==> src/hdl/lpc_defs.svh <==
// Offsets, field positions and reset values of the lane 9-12 configuration bank
`ifndef LPC_DEFS_SVH
`define LPC_DEFS_SVH
`define LPC_IDX_CTRL        8'h2D
`define LPC_IDX_INSEL       8'h2F
`define LPC_ADDR_CTRL       12'h0B4
`define LPC_ADDR_INSEL      12'h0BC
`define LPC_ADDR_INDSEL     12'h100
`define LPC_ADDR_INMODE     12'h104
`define LPC_RST16           16'h0000
`define LPC_CTRL_MASK       16'hFFFF
`define LPC_INSEL_MASK      16'h0FFC
`define LPC_PRBS_HI         15
`define LPC_PRBS_LO         12
`define LPC_PAT9_HI         11
`define LPC_PAT9_LO         9
`define LPC_PAT10_HI        8
`define LPC_PAT10_LO        6
`define LPC_ROUND_BIT       5
`define LPC_K_HI            4
`define LPC_K_LO            1
`define LPC_HPF_EN_BIT      0
`define LPC_INSEL_HI        11
`define LPC_INSEL_LO        8
`define LPC_PAT11_HI        7
`define LPC_PAT11_LO        5
`define LPC_PAT12_HI        4
`define LPC_PAT12_LO        2
`define LPC_RESP_OKAY       2'h0
`define LPC_RESP_SLVERR     2'h2
`define LPC_PAIR_BASE       5'h11
`define LPC_K_OFF           4'h0
`endif

==> src/hdl/lpc_pkg.sv <==
// Types shared by the lane 9-12 configuration bank
package lpc_pkg;
    typedef logic [15:0] lpc_word_t;
    typedef logic [2:0]  lpc_pat_t;
    typedef logic [4:0]  lpc_pair_t;
endpackage : lpc_pkg

==> src/hdl/lpc_lane_if.sv <==
// Per-converter configuration carried from the register bank to each lane decoder
`timescale 1ns/100ps
interface lpc_lane_if;
    logic              ind_sel;
    logic              prbs_en;
    lpc_pkg::lpc_pat_t pat_code;
    logic              in16_mode;
    logic              pair_bit;
    logic [4:0]        pair_even;
    logic              prbs_act;
    logic              pat_act;
    lpc_pkg::lpc_pat_t pat_out;
    lpc_pkg::lpc_pair_t pair_num;
    modport bank (output ind_sel, prbs_en, pat_code, in16_mode, pair_bit, pair_even,
                  input prbs_act, pat_act, pat_out, pair_num);
    modport lane (input ind_sel, prbs_en, pat_code, in16_mode, pair_bit, pair_even,
                  output prbs_act, pat_act, pat_out, pair_num);
endinterface : lpc_lane_if

==> src/hdl/lpc_bank.sv <==
// AXI4-Lite register bank configuring lanes and converters 9 to 12
// Overview of operation
// - Bits 15 to 12 of the first register enable the pseudo-random pattern on lines 9 to 12, only under individual pattern select.
// - Line 9 pattern code sits in bits 11-9 and line 10 in bits 8-6 of the first register, used only under individual select.
// - Line 11 pattern code sits in bits 7-5 and line 12 in bits 4-2 of the second register, used only under individual select.
// - Bit 5 chooses truncation (0) or rounding (1) of the filter output for channels 9-16.
// - The corner value reaches the filter of converters 9-12 only while the filter enable is set.
// - Bit 0 enables the high-pass filter of converters 9-12, bypassed when 0 as by default.
// - In 16-input mode converter 9 samples pair 17 when bit 11 is 0 and pair 18 when 1.
// - In 16-input mode converter 10 samples pair 19 when bit 10 is 0 and pair 20 when 1.
// - In 16-input mode converter 11 samples pair 21 when bit 9 is 0 and pair 22 when 1.
// - In 16-input mode converter 12 samples pair 23 when bit 8 is 0 and pair 24 when 1.
`timescale 1ns/100ps
`include "lpc_defs.svh"
module lpc_bank (
    input  wire logic        aclk,
    input  wire logic        aresetn,
    input  wire logic        ce,
    input  wire logic [11:0] s_axi_awaddr,
    input  wire logic        s_axi_awvalid,
    output logic             s_axi_awready,
    input  wire logic [31:0] s_axi_wdata,
    input  wire logic [3:0]  s_axi_wstrb,
    input  wire logic        s_axi_wvalid,
    output logic             s_axi_wready,
    output logic [1:0]       s_axi_bresp,
    output logic             s_axi_bvalid,
    input  wire logic        s_axi_bready,
    input  wire logic [11:0] s_axi_araddr,
    input  wire logic        s_axi_arvalid,
    output logic             s_axi_arready,
    output logic [31:0]      s_axi_rdata,
    output logic [1:0]       s_axi_rresp,
    output logic             s_axi_rvalid,
    input  wire logic        s_axi_rready,
    output logic [3:0]       prbs_active_ff,
    output logic [11:0]      pattern_code_ff,
    output logic [3:0]       pattern_active_ff,
    output logic             highpass_enable_group3,
    output logic [3:0]       highpass_corner_k_group3,
    output logic             highpass_round_enable_upper,
    output logic [19:0]      input_pair_ff
);
    lpc_pkg::lpc_word_t ctrl_ff;
    lpc_pkg::lpc_word_t insel_ff;
    logic               individual_pattern_select;
    logic               in16_mode_ff;
    logic [11:0]        awaddr_ff;
    logic               aw_held_ff;
    logic [31:0]        wdata_ff;
    logic [3:0]         wstrb_ff;
    logic               w_held_ff;
    logic               do_write;
    logic [15:0]        wmask;
    logic [15:0]        nxt_word;
    logic               wr_hit;
    logic [31:0]        nxt_rdata;
    logic               rd_hit;
    logic [3:0]         prbs_bits;
    logic [11:0]        pat_bits;
    logic [3:0]         pair_bits;

    assign do_write = aw_held_ff & w_held_ff & ~s_axi_bvalid;
    assign wmask    = {{8{wstrb_ff[1]}}, {8{wstrb_ff[0]}}};

    // Address and data taken in either order or on the same edge, one of each held at a time
    always_ff @(posedge aclk) begin
        if (!aresetn) begin
            aw_held_ff    <= 1'b0;
            awaddr_ff     <= 12'h000;
            s_axi_awready <= 1'b0;
        end else if (ce) begin
            s_axi_awready <= ~aw_held_ff & ~s_axi_awready & s_axi_awvalid;
            if (s_axi_awvalid & s_axi_awready) begin
                aw_held_ff <= 1'b1;
                awaddr_ff  <= s_axi_awaddr;
            end else if (do_write) begin
                aw_held_ff <= 1'b0;
            end
        end
    end

    always_ff @(posedge aclk) begin
        if (!aresetn) begin
            w_held_ff    <= 1'b0;
            wdata_ff     <= 32'h0000_0000;
            wstrb_ff     <= 4'h0;
            s_axi_wready <= 1'b0;
        end else if (ce) begin
            s_axi_wready <= ~w_held_ff & ~s_axi_wready & s_axi_wvalid;
            if (s_axi_wvalid & s_axi_wready) begin
                w_held_ff <= 1'b1;
                wdata_ff  <= s_axi_wdata;
                wstrb_ff  <= s_axi_wstrb;
            end else if (do_write) begin
                w_held_ff <= 1'b0;
            end
        end
    end

    always_comb begin
        wr_hit = 1'b1;
        if (awaddr_ff == `LPC_ADDR_CTRL) begin
            nxt_word = ((ctrl_ff & ~wmask) | (wdata_ff[15:0] & wmask)) & `LPC_CTRL_MASK;
        end else if (awaddr_ff == `LPC_ADDR_INSEL) begin
            // Reserved bits forced to zero regardless of what is written
            nxt_word = ((insel_ff & ~wmask) | (wdata_ff[15:0] & wmask)) & `LPC_INSEL_MASK;
        end else if (awaddr_ff == `LPC_ADDR_INDSEL || awaddr_ff == `LPC_ADDR_INMODE) begin
            nxt_word = {15'h0000, wdata_ff[0] & wstrb_ff[0]};
        end else begin
            nxt_word = `LPC_RST16;
            wr_hit   = 1'b0;
        end
    end

    always_ff @(posedge aclk) begin
        if (!aresetn) begin
            ctrl_ff                   <= `LPC_RST16;
            insel_ff                  <= `LPC_RST16;
            individual_pattern_select <= 1'b0;
            in16_mode_ff              <= 1'b0;
        end else if (ce && do_write) begin
            if (awaddr_ff == `LPC_ADDR_CTRL) begin
                ctrl_ff <= nxt_word;
            end else if (awaddr_ff == `LPC_ADDR_INSEL) begin
                insel_ff <= nxt_word;
            end else if (awaddr_ff == `LPC_ADDR_INDSEL) begin
                individual_pattern_select <= nxt_word[0];
            end else if (awaddr_ff == `LPC_ADDR_INMODE) begin
                in16_mode_ff <= nxt_word[0];
            end
        end
    end

    always_ff @(posedge aclk) begin
        if (!aresetn) begin
            s_axi_bvalid <= 1'b0;
            s_axi_bresp  <= `LPC_RESP_OKAY;
        end else if (ce) begin
            if (do_write) begin
                s_axi_bvalid <= 1'b1;
                s_axi_bresp  <= wr_hit ? `LPC_RESP_OKAY : `LPC_RESP_SLVERR;
            end else if (s_axi_bready) begin
                s_axi_bvalid <= 1'b0;
            end
        end
    end

    always_comb begin
        rd_hit    = 1'b1;
        nxt_rdata = 32'h0000_0000;
        if (s_axi_araddr == `LPC_ADDR_CTRL) begin
            nxt_rdata = {16'h0000, ctrl_ff};
        end else if (s_axi_araddr == `LPC_ADDR_INSEL) begin
            nxt_rdata = {16'h0000, insel_ff};
        end else if (s_axi_araddr == `LPC_ADDR_INDSEL) begin
            nxt_rdata = {31'h0000_0000, individual_pattern_select};
        end else if (s_axi_araddr == `LPC_ADDR_INMODE) begin
            nxt_rdata = {31'h0000_0000, in16_mode_ff};
        end else begin
            rd_hit = 1'b0;
        end
    end

    always_ff @(posedge aclk) begin
        if (!aresetn) begin
            s_axi_arready <= 1'b0;
            s_axi_rvalid  <= 1'b0;
            s_axi_rdata   <= 32'h0000_0000;
            s_axi_rresp   <= `LPC_RESP_OKAY;
        end else if (ce) begin
            s_axi_arready <= ~s_axi_arready & ~s_axi_rvalid & s_axi_arvalid;
            if (s_axi_arvalid & s_axi_arready) begin
                s_axi_rvalid <= 1'b1;
                s_axi_rdata  <= nxt_rdata;
                s_axi_rresp  <= rd_hit ? `LPC_RESP_OKAY : `LPC_RESP_SLVERR;
            end else if (s_axi_rready) begin
                s_axi_rvalid <= 1'b0;
            end
        end
    end

    // Filter controls; corner held at zero while bypassed so no stale k leaks
    always_ff @(posedge aclk) begin
        if (!aresetn) begin
            highpass_enable_group3      <= 1'b0;
            highpass_corner_k_group3    <= `LPC_K_OFF;
            highpass_round_enable_upper <= 1'b0;
        end else if (ce) begin
            highpass_enable_group3      <= ctrl_ff[`LPC_HPF_EN_BIT];
            highpass_corner_k_group3    <= ctrl_ff[`LPC_HPF_EN_BIT] ?
                                           ctrl_ff[`LPC_K_HI:`LPC_K_LO] : `LPC_K_OFF;
            // Out-of-range k passed through untouched; software keeps it in 2..10
            highpass_round_enable_upper <= ctrl_ff[`LPC_ROUND_BIT];
        end
    end

    // Bit order of the enables runs line 9 at the top
    assign prbs_bits = {ctrl_ff[`LPC_PRBS_HI], ctrl_ff[`LPC_PRBS_HI-1],
                        ctrl_ff[`LPC_PRBS_LO+1], ctrl_ff[`LPC_PRBS_LO]};
    assign pat_bits  = {insel_ff[`LPC_PAT12_HI:`LPC_PAT12_LO],
                        insel_ff[`LPC_PAT11_HI:`LPC_PAT11_LO],
                        ctrl_ff[`LPC_PAT10_HI:`LPC_PAT10_LO],
                        ctrl_ff[`LPC_PAT9_HI:`LPC_PAT9_LO]};
    assign pair_bits = insel_ff[`LPC_INSEL_HI:`LPC_INSEL_LO];

    genvar g;
    generate
        for (g = 0; g < 4; g++) begin : g_lane
            lpc_lane_if lif ();
            assign lif.ind_sel   = individual_pattern_select;
            assign lif.prbs_en   = prbs_bits[3-g];
            assign lif.pat_code  = pat_bits[3*g +: 3];
            assign lif.in16_mode = in16_mode_ff;
            assign lif.pair_bit  = pair_bits[3-g];
            assign lif.pair_even = `LPC_PAIR_BASE + 5'(2*g);
            lpc_lane u_lane (
                .aclk    (aclk),
                .aresetn (aresetn),
                .ce      (ce),
                .lif     (lif)
            );
            assign prbs_active_ff[g]         = lif.prbs_act;
            assign pattern_active_ff[g]      = lif.pat_act;
            assign pattern_code_ff[3*g +: 3] = lif.pat_out;
            assign input_pair_ff[5*g +: 5]   = lif.pair_num;
        end
    endgenerate
endmodule : lpc_bank

==> src/hdl/lpc_lane.sv <==
// Registered per-line pattern and input-pair decode for one converter
`timescale 1ns/100ps
module lpc_lane (
    input  wire logic aclk,
    input  wire logic aresetn,
    input  wire logic ce,
    lpc_lane_if.lane  lif
);
    always_ff @(posedge aclk) begin
        if (!aresetn) begin
            lif.prbs_act <= 1'b0;
            lif.pat_act  <= 1'b0;
            lif.pat_out  <= 3'h0;
        end else if (ce) begin
            lif.prbs_act <= lif.ind_sel & lif.prbs_en;
            lif.pat_act  <= lif.ind_sel;
            lif.pat_out  <= lif.ind_sel ? lif.pat_code : 3'h0;
        end
    end

    // Pair number only meaningful in 16-input mode; 0 otherwise
    always_ff @(posedge aclk) begin
        if (!aresetn) begin
            lif.pair_num <= 5'h00;
        end else if (ce) begin
            lif.pair_num <= lif.in16_mode ? (lif.pair_even + {4'h0, lif.pair_bit}) : 5'h00;
        end
    end
endmodule : lpc_lane

==> config.mk <==
export PLATFORM = sky130hd
export DESIGN_NAME = lpc_bank
export DESIGN_NICKNAME = d
export VERILOG_FILES = /design/src/hdl/lpc_pkg.sv /design/src/hdl/lpc_lane_if.sv /design/src/hdl/lpc_bank.sv /design/src/hdl/lpc_lane.sv
export VERILOG_INCLUDE_DIRS = /design/src /design/src/hdl
export SDC_FILE = /design/constraint.sdc
export NUM_CORES = 1
export LEC_CHECK = 0
export BUFFER_PORTS_ARGS = -buffer_cell sky130_fd_sc_hd__buf_4
export CORE_MARGIN = 4
export CORE_UTILIZATION = 57
export CTS_BUF_LIST = sky130_fd_sc_hd__clkbuf_4
export DETAILED_ROUTE_END_ITERATION = 7
export PLACE_DENSITY = 0.9
export SLEW_MARGIN = 20
export SYNTH_ARGS = -nofsm -noshare
export SYNTH_HDL_FRONTEND = slang
export SYNTH_SLANG_ARGS = --single-unit
==> constraint.sdc <==
create_clock -name aclk -period 4.6 [get_ports aclk]
set_input_delay 0.92 -clock aclk [delete_from_list [all_inputs] [get_ports aclk]]
set_output_delay 0.92 -clock aclk [all_outputs]
set_load 0.01 [all_outputs]
==> results of run 1 <==
==> per-stage QoR <==
stage / setup slack, ps / hold WS, ps / utilization, % / instance area, µm² / cells
detailed placement: 1580 / 446 / 67.4 / 5650 / 760
global route: 1470 / 471 / 71.6 / 6000 / 792
floorplan: 2420 / 436 / - / 5090 / 615
CTS: 2100 / 460 / 71.5 / 6000 / 792
global placement: 1670 / 438 / 67.4 / 5650 / 760
finish: 1610 / 459 / 71.6 / 6000 / 792
==> power groups by stage <==
stage | sequential (mW) | clock [mW] | combinational (mW)
finish | 1.06 | 0.897 | 0.0983
CTS | 1.06 | 0.904 | 0.0971
global placement | 1.08 | 0 | 0.0947
detailed placement | 1.08 | 0 | 0.0966
floorplan | 1.08 | 0 | 0.0681
global route | 1.06 | 0.951 | 0.108
==> layout make-up <==
class / instances / share of cell area (%)
multi-input combinational: 417 / 37.1
sequential: 121 / 40.4
clock buffer: 17 / 2.13
inverter: 3 / 0.209
tap: 105 / 2.19
timing repair buffer: 114 / 14.3
clock inverter: 15 / 3.73
==> worst max-delay path, stage by stage <==
cell and delay, ps:
buf_4 330, clkinv_2 860, or4_1 1030, o21ai_1 220
==> path summary, 6_finish.rpt <==
path,to,slack (ps),depth (start not counted)
max,s_axi_rdata[15]$_SDFFE_PN0P_,1610,4
min,s_axi_rdata[11]$_SDFFE_PN0P_,460,2
max reg2reg,ctrl_ff[4]$_SDFFE_PN0P_,2110,4
min reg2reg,s_axi_rdata[11]$_SDFFE_PN0P_,460,2
==> routing by layer <==
metal / share of wire [%] / global-route usage, %
met3: 9.6 / 6.68
met5: 0 / 0
met1: 39 / 30.2
met2: 50 / 41.1
met4: 1.7 / 9.41
==> cells by family (layout without fill, tap and decap cells) <==
group | count (synthesis) | after routing
and+or+nand+nor | 225 | 225
DFF | 121 | 121
AOI/OAI and AO/OA | 130 | 130
buffers and inverters | 77 | 149
other | 1 | 22
muxes | 40 | 40
==> cells in the final DEF, fill, tap and decap left out, drive strengths merged, types with 4 or more instances in the layout <==
cell	n
bufinv	5
clkbuf	17
inv	4
nand3	20
a21oi	63
conb	22
o211ai	10
a22oi	12
buf	114
dfxtp	121
nor2	34
nor4b	4
o21ai	41
and3	12
mux2i	40
clkinv	7
nand2	132
==> cells in the mapped netlist (3+ instances only) <==
| cell | instances | area, µm² |
|---|---|---|
| a21oi_1 | 63 | 315 |
| a22oi_1 | 12 | 90.1 |
| and3_1 | 12 | 75.1 |
| buf_1 | 4 | 15.0 |
| buf_2 | 7 | 35.0 |
| buf_4 | 38 | 285 |
| clkbuf_1 | 25 | 93.8 |
| dfxtp_1 | 121 | 2420 |
| mux2i_1 | 40 | 400 |
| nand2_1 | 132 | 495 |
| nand3_1 | 19 | 95.1 |
| nor2_1 | 34 | 128 |
| nor2b_1 | 3 | 18.8 |
| nor4b_1 | 3 | 26.3 |
| o211ai_1 | 10 | 75.1 |
| o21ai_0 | 11 | 55.1 |
| o21ai_1 | 30 | 150 |
| or4_1 | 3 | 22.5 |
==> flip-flops by register name, indices dropped and copies added, names as in the netlist, 2 cells and up <==
name / count
awaddr_ff: 12
ctrl_ff: 16
g_lane.u_lane.lif.pair_num: 9
g_lane.u_lane.lif.pat_out: 12
g_lane.u_lane.lif.prbs_act: 4
highpass_corner_k_group3: 4
insel_ff: 16
s_axi_rdata: 16
wdata_ff: 16
wstrb_ff: 2
==> metrics.md, run 1 <==
| Metric | Value |
|---|---|
| Number of distinct library cells after synthesis | 38 |
| Total wire length | 12,600 µm |
| Critical Path RT | 5030 ps |
| H-tree depth | 4 |
| Crit share post-route | 64.9% |
| I/O pin count | 155 |
| Flops & latches, synth | 121 |
| Async set-reset flop share out of synthesis | 0% |
| Crit path time final | 2990 ps |
| CTS buffer count | 17 |
| DR iter-0 viols | 325 |
| Routed len/inst | 15.9 µm |
| Crit-path max FO | 77 |
| Reg-to-reg startpoint | awaddr_ff[7]$_SDFFE_PN0P_ |
| Post-synthesis cell area | 5010 µm² |
| Internal power | 1.58 mW |
| Final setup TNS | 0 ps |
| Post-synth EDFFs | 0 |
| Main synth FF type | dfxtp_1 |
| RePlAce Congestion | 0.845 |
| Final Hold Fails | 0 |
| Largest family of logic cells by synthesized area | simple AND/OR/NAND/NOR gates |
| CTS tree | done |
| Final Setup Violations | 0 |
| Slew Limit Fails | 0 |
| Final nets | 742 |
| Antenna-violating nets left | 0 |
| Grt ovf | 0 |
| Share of post-route cells with drive strength above 1 | 22.0% |
| Synth Area in Adders | 0% |
| Die height | 102 µm |
| Worst setup path start | aresetn |
| Die Area | 10,400 µm² |
| Clock buffer depth | 2 |
| Compound-cell area share of the yosys netlist | 14.3% |
| Simple-Gate Fraction of Synth Area | 20.5% |
| Fmax | 335 MHz |
| Hold_buf cts | 0 |
| # rows | 33 |
| Cell leakage power | 2.43 nW |
| ANT cells | 0 |
| Setup Buffers After CTS | 0 |
| Vias after detailed routing | 4,522 |
| Run status | finished, final reports clean |
| First-pass GRT wire length | 20,000 µm |
| Power per cell area | 343 nW/µm² |
| Starting Density | 59.8% |
| Max Cap Viol | 0 |
| Final HPWL DP | 8780 µm |
| Die Wd | 102 µm |
| Reg power frac | 51.6% |
| Hold Path Origin | s_axi_rdata[11]$_SDFFE_PN0P_ |
| RSZ-0062 raised after global routing | no |
| IO Port Bufs | 114 |
| Hold WC Path Type | flop to flop |
| CP arrival | 3420 ps |
| Fill count | 618 |
| Crit path capture type | flop |
| Post-Synth XOR/XNOR Area | 0% |
| CTS-repair resized insts | 0 |
| Power Total | 2.06 mW |
| Clk root buf | clkbuf_4 |
| Storage cell area | 2420 µm² |
| Yosys warns | 0 |
| Core footprint | 8380 µm² |
| Vias in the first global route | 4,165 |
| Vias per std cell | 5.71 |
| Worst-Skew Late Latency | 510 ps |
| TritonCTS Sinks | 121 |
| Switching share of power | 23.0% |
| Area Overhead vs Synth | 19.8% |
| Post-synthesis cell count | 594 |
| Peak supply drop | 0.000199 V |
| Area of the multi-input gates | 2220 µm² |
| Normalized max-slew margin | 32.4% |
| Seq/Total Area, Yosys | 48.4% |
| Gr usage total | 24.6% |
| Slew at the pin closest to its max-slew limit | 1010 ps |
| DRC | 0 |
| Combinational power share | 4.8% |
| Worst setup SP type | input port |
| Worst Setup Path Type | input port to flop |
| Clock skew | 14.3 ps |
| Pin count of the biggest net entering global routing | 78 |
| Drt first pass iters | 7 |
| Mux share of post-synthesis cell area | 7.99% |
| Sw power | 0.473 mW |
| Syn Area/Cell | 8.43 µm² |
| Clock power share | 43.6% |
| Clock-pin slew on the worst setup and hold paths | 100 ps |
| Initial antenna violation count | 0 |
Power figures use the tool's default switching activity.
==> run 2: changes to the inputs <==
CORE_UTILIZATION = 53   (was 57)
PLACE_DENSITY = 0.84   (was 0.9)
clock period = 3 ns   (was 4.6 ns; I/O delays follow)
==> run 2 against run 1 <==
Effect of this change:
- combinational power is 56% higher
- final cell count is 3.4% higher
- count of clock-buffer cells in the layout is 3 higher
- global-route usage is 2.1 points lower
- utilization is 6.1 points lower
- power is 53% higher
- sequential power is 53% higher
- die area is 6.9% higher
==> metrics.md, run 2 (synthesis results as in run 1) <==
| Metric | Value |
|---|---|
| Hold WC Path Type | input port to flop |
| Critical Path RT | 3390 ps |
| Total wire length | 12,500 µm |
| CP arrival | 2580 ps |
| I/O pin count | 155 |
| ANT cells | 0 |
| Die Area | 11,100 µm² |
| Drt first pass iters | 5 |
| Final HPWL DP | 8920 µm |
| Peak supply drop | 0.000321 V |
| Clock buffer depth | 2 |
| DR iter-0 viols | 289 |
| DRC | 0 |
| CTS tree | done |
| Slew Limit Fails | 0 |
| Clock skew | 16.9 ps |
| Area of the multi-input gates | 2220 µm² |
| Crit path capture type | flop |
| Final setup TNS | 0 ps |
| Die height | 105 µm |
| Worst setup SP type | flop |
| Storage cell area | 2420 µm² |
| Cell leakage power | 2.45 nW |
| Vias in the first global route | 4,341 |
| RSZ-0062 raised after global routing | no |
| Worst-Skew Late Latency | 510 ps |
| Normalized max-slew margin | 42.3% |
| Starting Density | 54.2% |
| Worst path cell trace | nor4_4 -> nand4_1 -> buf_4 -> or2_1 -> and3_1 |
| Core footprint | 9240 µm² |
| Final Setup Violations | 0 |
| Grt ovf | 0 |
| Worst Reg2Reg Path Length in Cells | 5 |
| IO Port Bufs | 114 |
| CTS buffer count | 17 |
| Crit path time final | 2190 ps |
| CTS-repair resized insts | 0 |
| Most frequent cells in the layout | nand2_1 (132), dfxtp_1 (121), buf_4 (117) |
| Power per cell area | 521 nW/µm² |
| Initial antenna violation count | 0 |
| TritonCTS Sinks | 121 |
| Gr usage total | 22.5% |
| Slew at the pin closest to its max-slew limit | 862 ps |
| Routed len/inst | 15.3 µm |
| CP max stage delay | 460 ps |
| Area Overhead vs Synth | 20.7% |
| Hold_buf cts | 0 |
| Vias after detailed routing | 4,448 |
| Share of post-route cells with drive strength above 1 | 22.3% |
| # rows | 35 |
| RePlAce Congestion | 0.856 |
| H-tree depth | 4 |
| Clk root buf | clkbuf_4 |
| Vias per std cell | 5.43 |
| Fill count | 767 |
| Critical-path top delay cell | or2_1 |
| Clock-pin slew on the worst setup and hold paths | 100 ps |
| First-pass GRT wire length | 20,300 µm |
| Crit-path max FO | 16 |
| Worst Setup Path Type | flop to flop |
| Final nets | 745 |
| Min-Delay Path Depth | 3 |
| Run status | finished, final reports clean |
| Final Hold Fails | 0 |
| Crit share post-route | 73.0% |
| Fmax | 457 MHz |
| Max Cap Viol | 0 |
| Pin count of the biggest net entering global routing | 74 |
| Die Wd | 105 µm |
| Antenna-violating nets left | 0 |
| Commonest non-fill, non-tap cell in the layout | nand2_1 |
| Setup Buffers After CTS | 0 |
| Final core utilization | 65.4% |
## run 2: cell types whose count changed in the layout (fill, tap and decap cells not counted), sizes merged
cell,before,now
clkbuf,17,20
buf,114,117
clkinv,7,4
## run 2: worst paths after layout
check	start	end	slack [ps]
setup / recovery	awaddr_ff[0]$_SDFFE_PN0P_	insel_ff[0]$_SDFFE_PN0P_	810
hold / removal	s_axi_wdata[4]	wdata_ff[4]$_SDFFE_PN0P_	340
setup reg to reg	awaddr_ff[0]$_SDFFE_PN0P_	insel_ff[0]$_SDFFE_PN0P_	810
hold reg to reg	s_axi_rdata[1]$_SDFFE_PN0P_	s_axi_rdata[1]$_SDFFE_PN0P_	460
## run 2: worst max-delay path, delay by kind of cell (launching register included)
family	cells	cell delay, ps
buf+inv	1	280
simple gates	4	1460
flops	1	350
## run 2: routing by layer
metal / vias to the layer above / global-route usage, % / wire length (µm)
li1: 2146 / - / -
met1: 2086 / 27.5 / 5130
met2: 189 / 38.0 / 6280
met5: - / 0 / 0
met4: 0 / 8.43 / 284
met3: 27 / 5.76 / 846
## run 2: power breakdown
group / internal [mW] / switching [mW]
clock: 0.773 / 0.599
sequential: 1.62 / 0.00910
combinational: 0.0637 / 0.0895
## run 2: cell type report
cell class	instances	area share, %
sequential	121	40.1
timing repair buffer	117	14.5
clock inverter	12	3.27
clock buffer	20	2.48
tap	129	2.67
inverter	3	0.186
multi-input combinational	417	36.8
## run 2: through the flow
step / std cells / worst slack (ps) / instance area [µm²] / hold WS [ps] / power (mW)
2_1_floorplan: 615 / 1140 / 5090 / 436 / 1.76
3_3_place_gp: 787 / 612 / 5700 / 439 / 1.81
5_1_grt: 819 / 683 / 6050 / 296 / 3.25
4_1_cts: 819 / 818 / 6050 / 304 / 3.16
3_5_place_dp: 787 / 576 / 5700 / 445 / 1.81
6_report: 819 / 811 / 6050 / 336 / 3.15
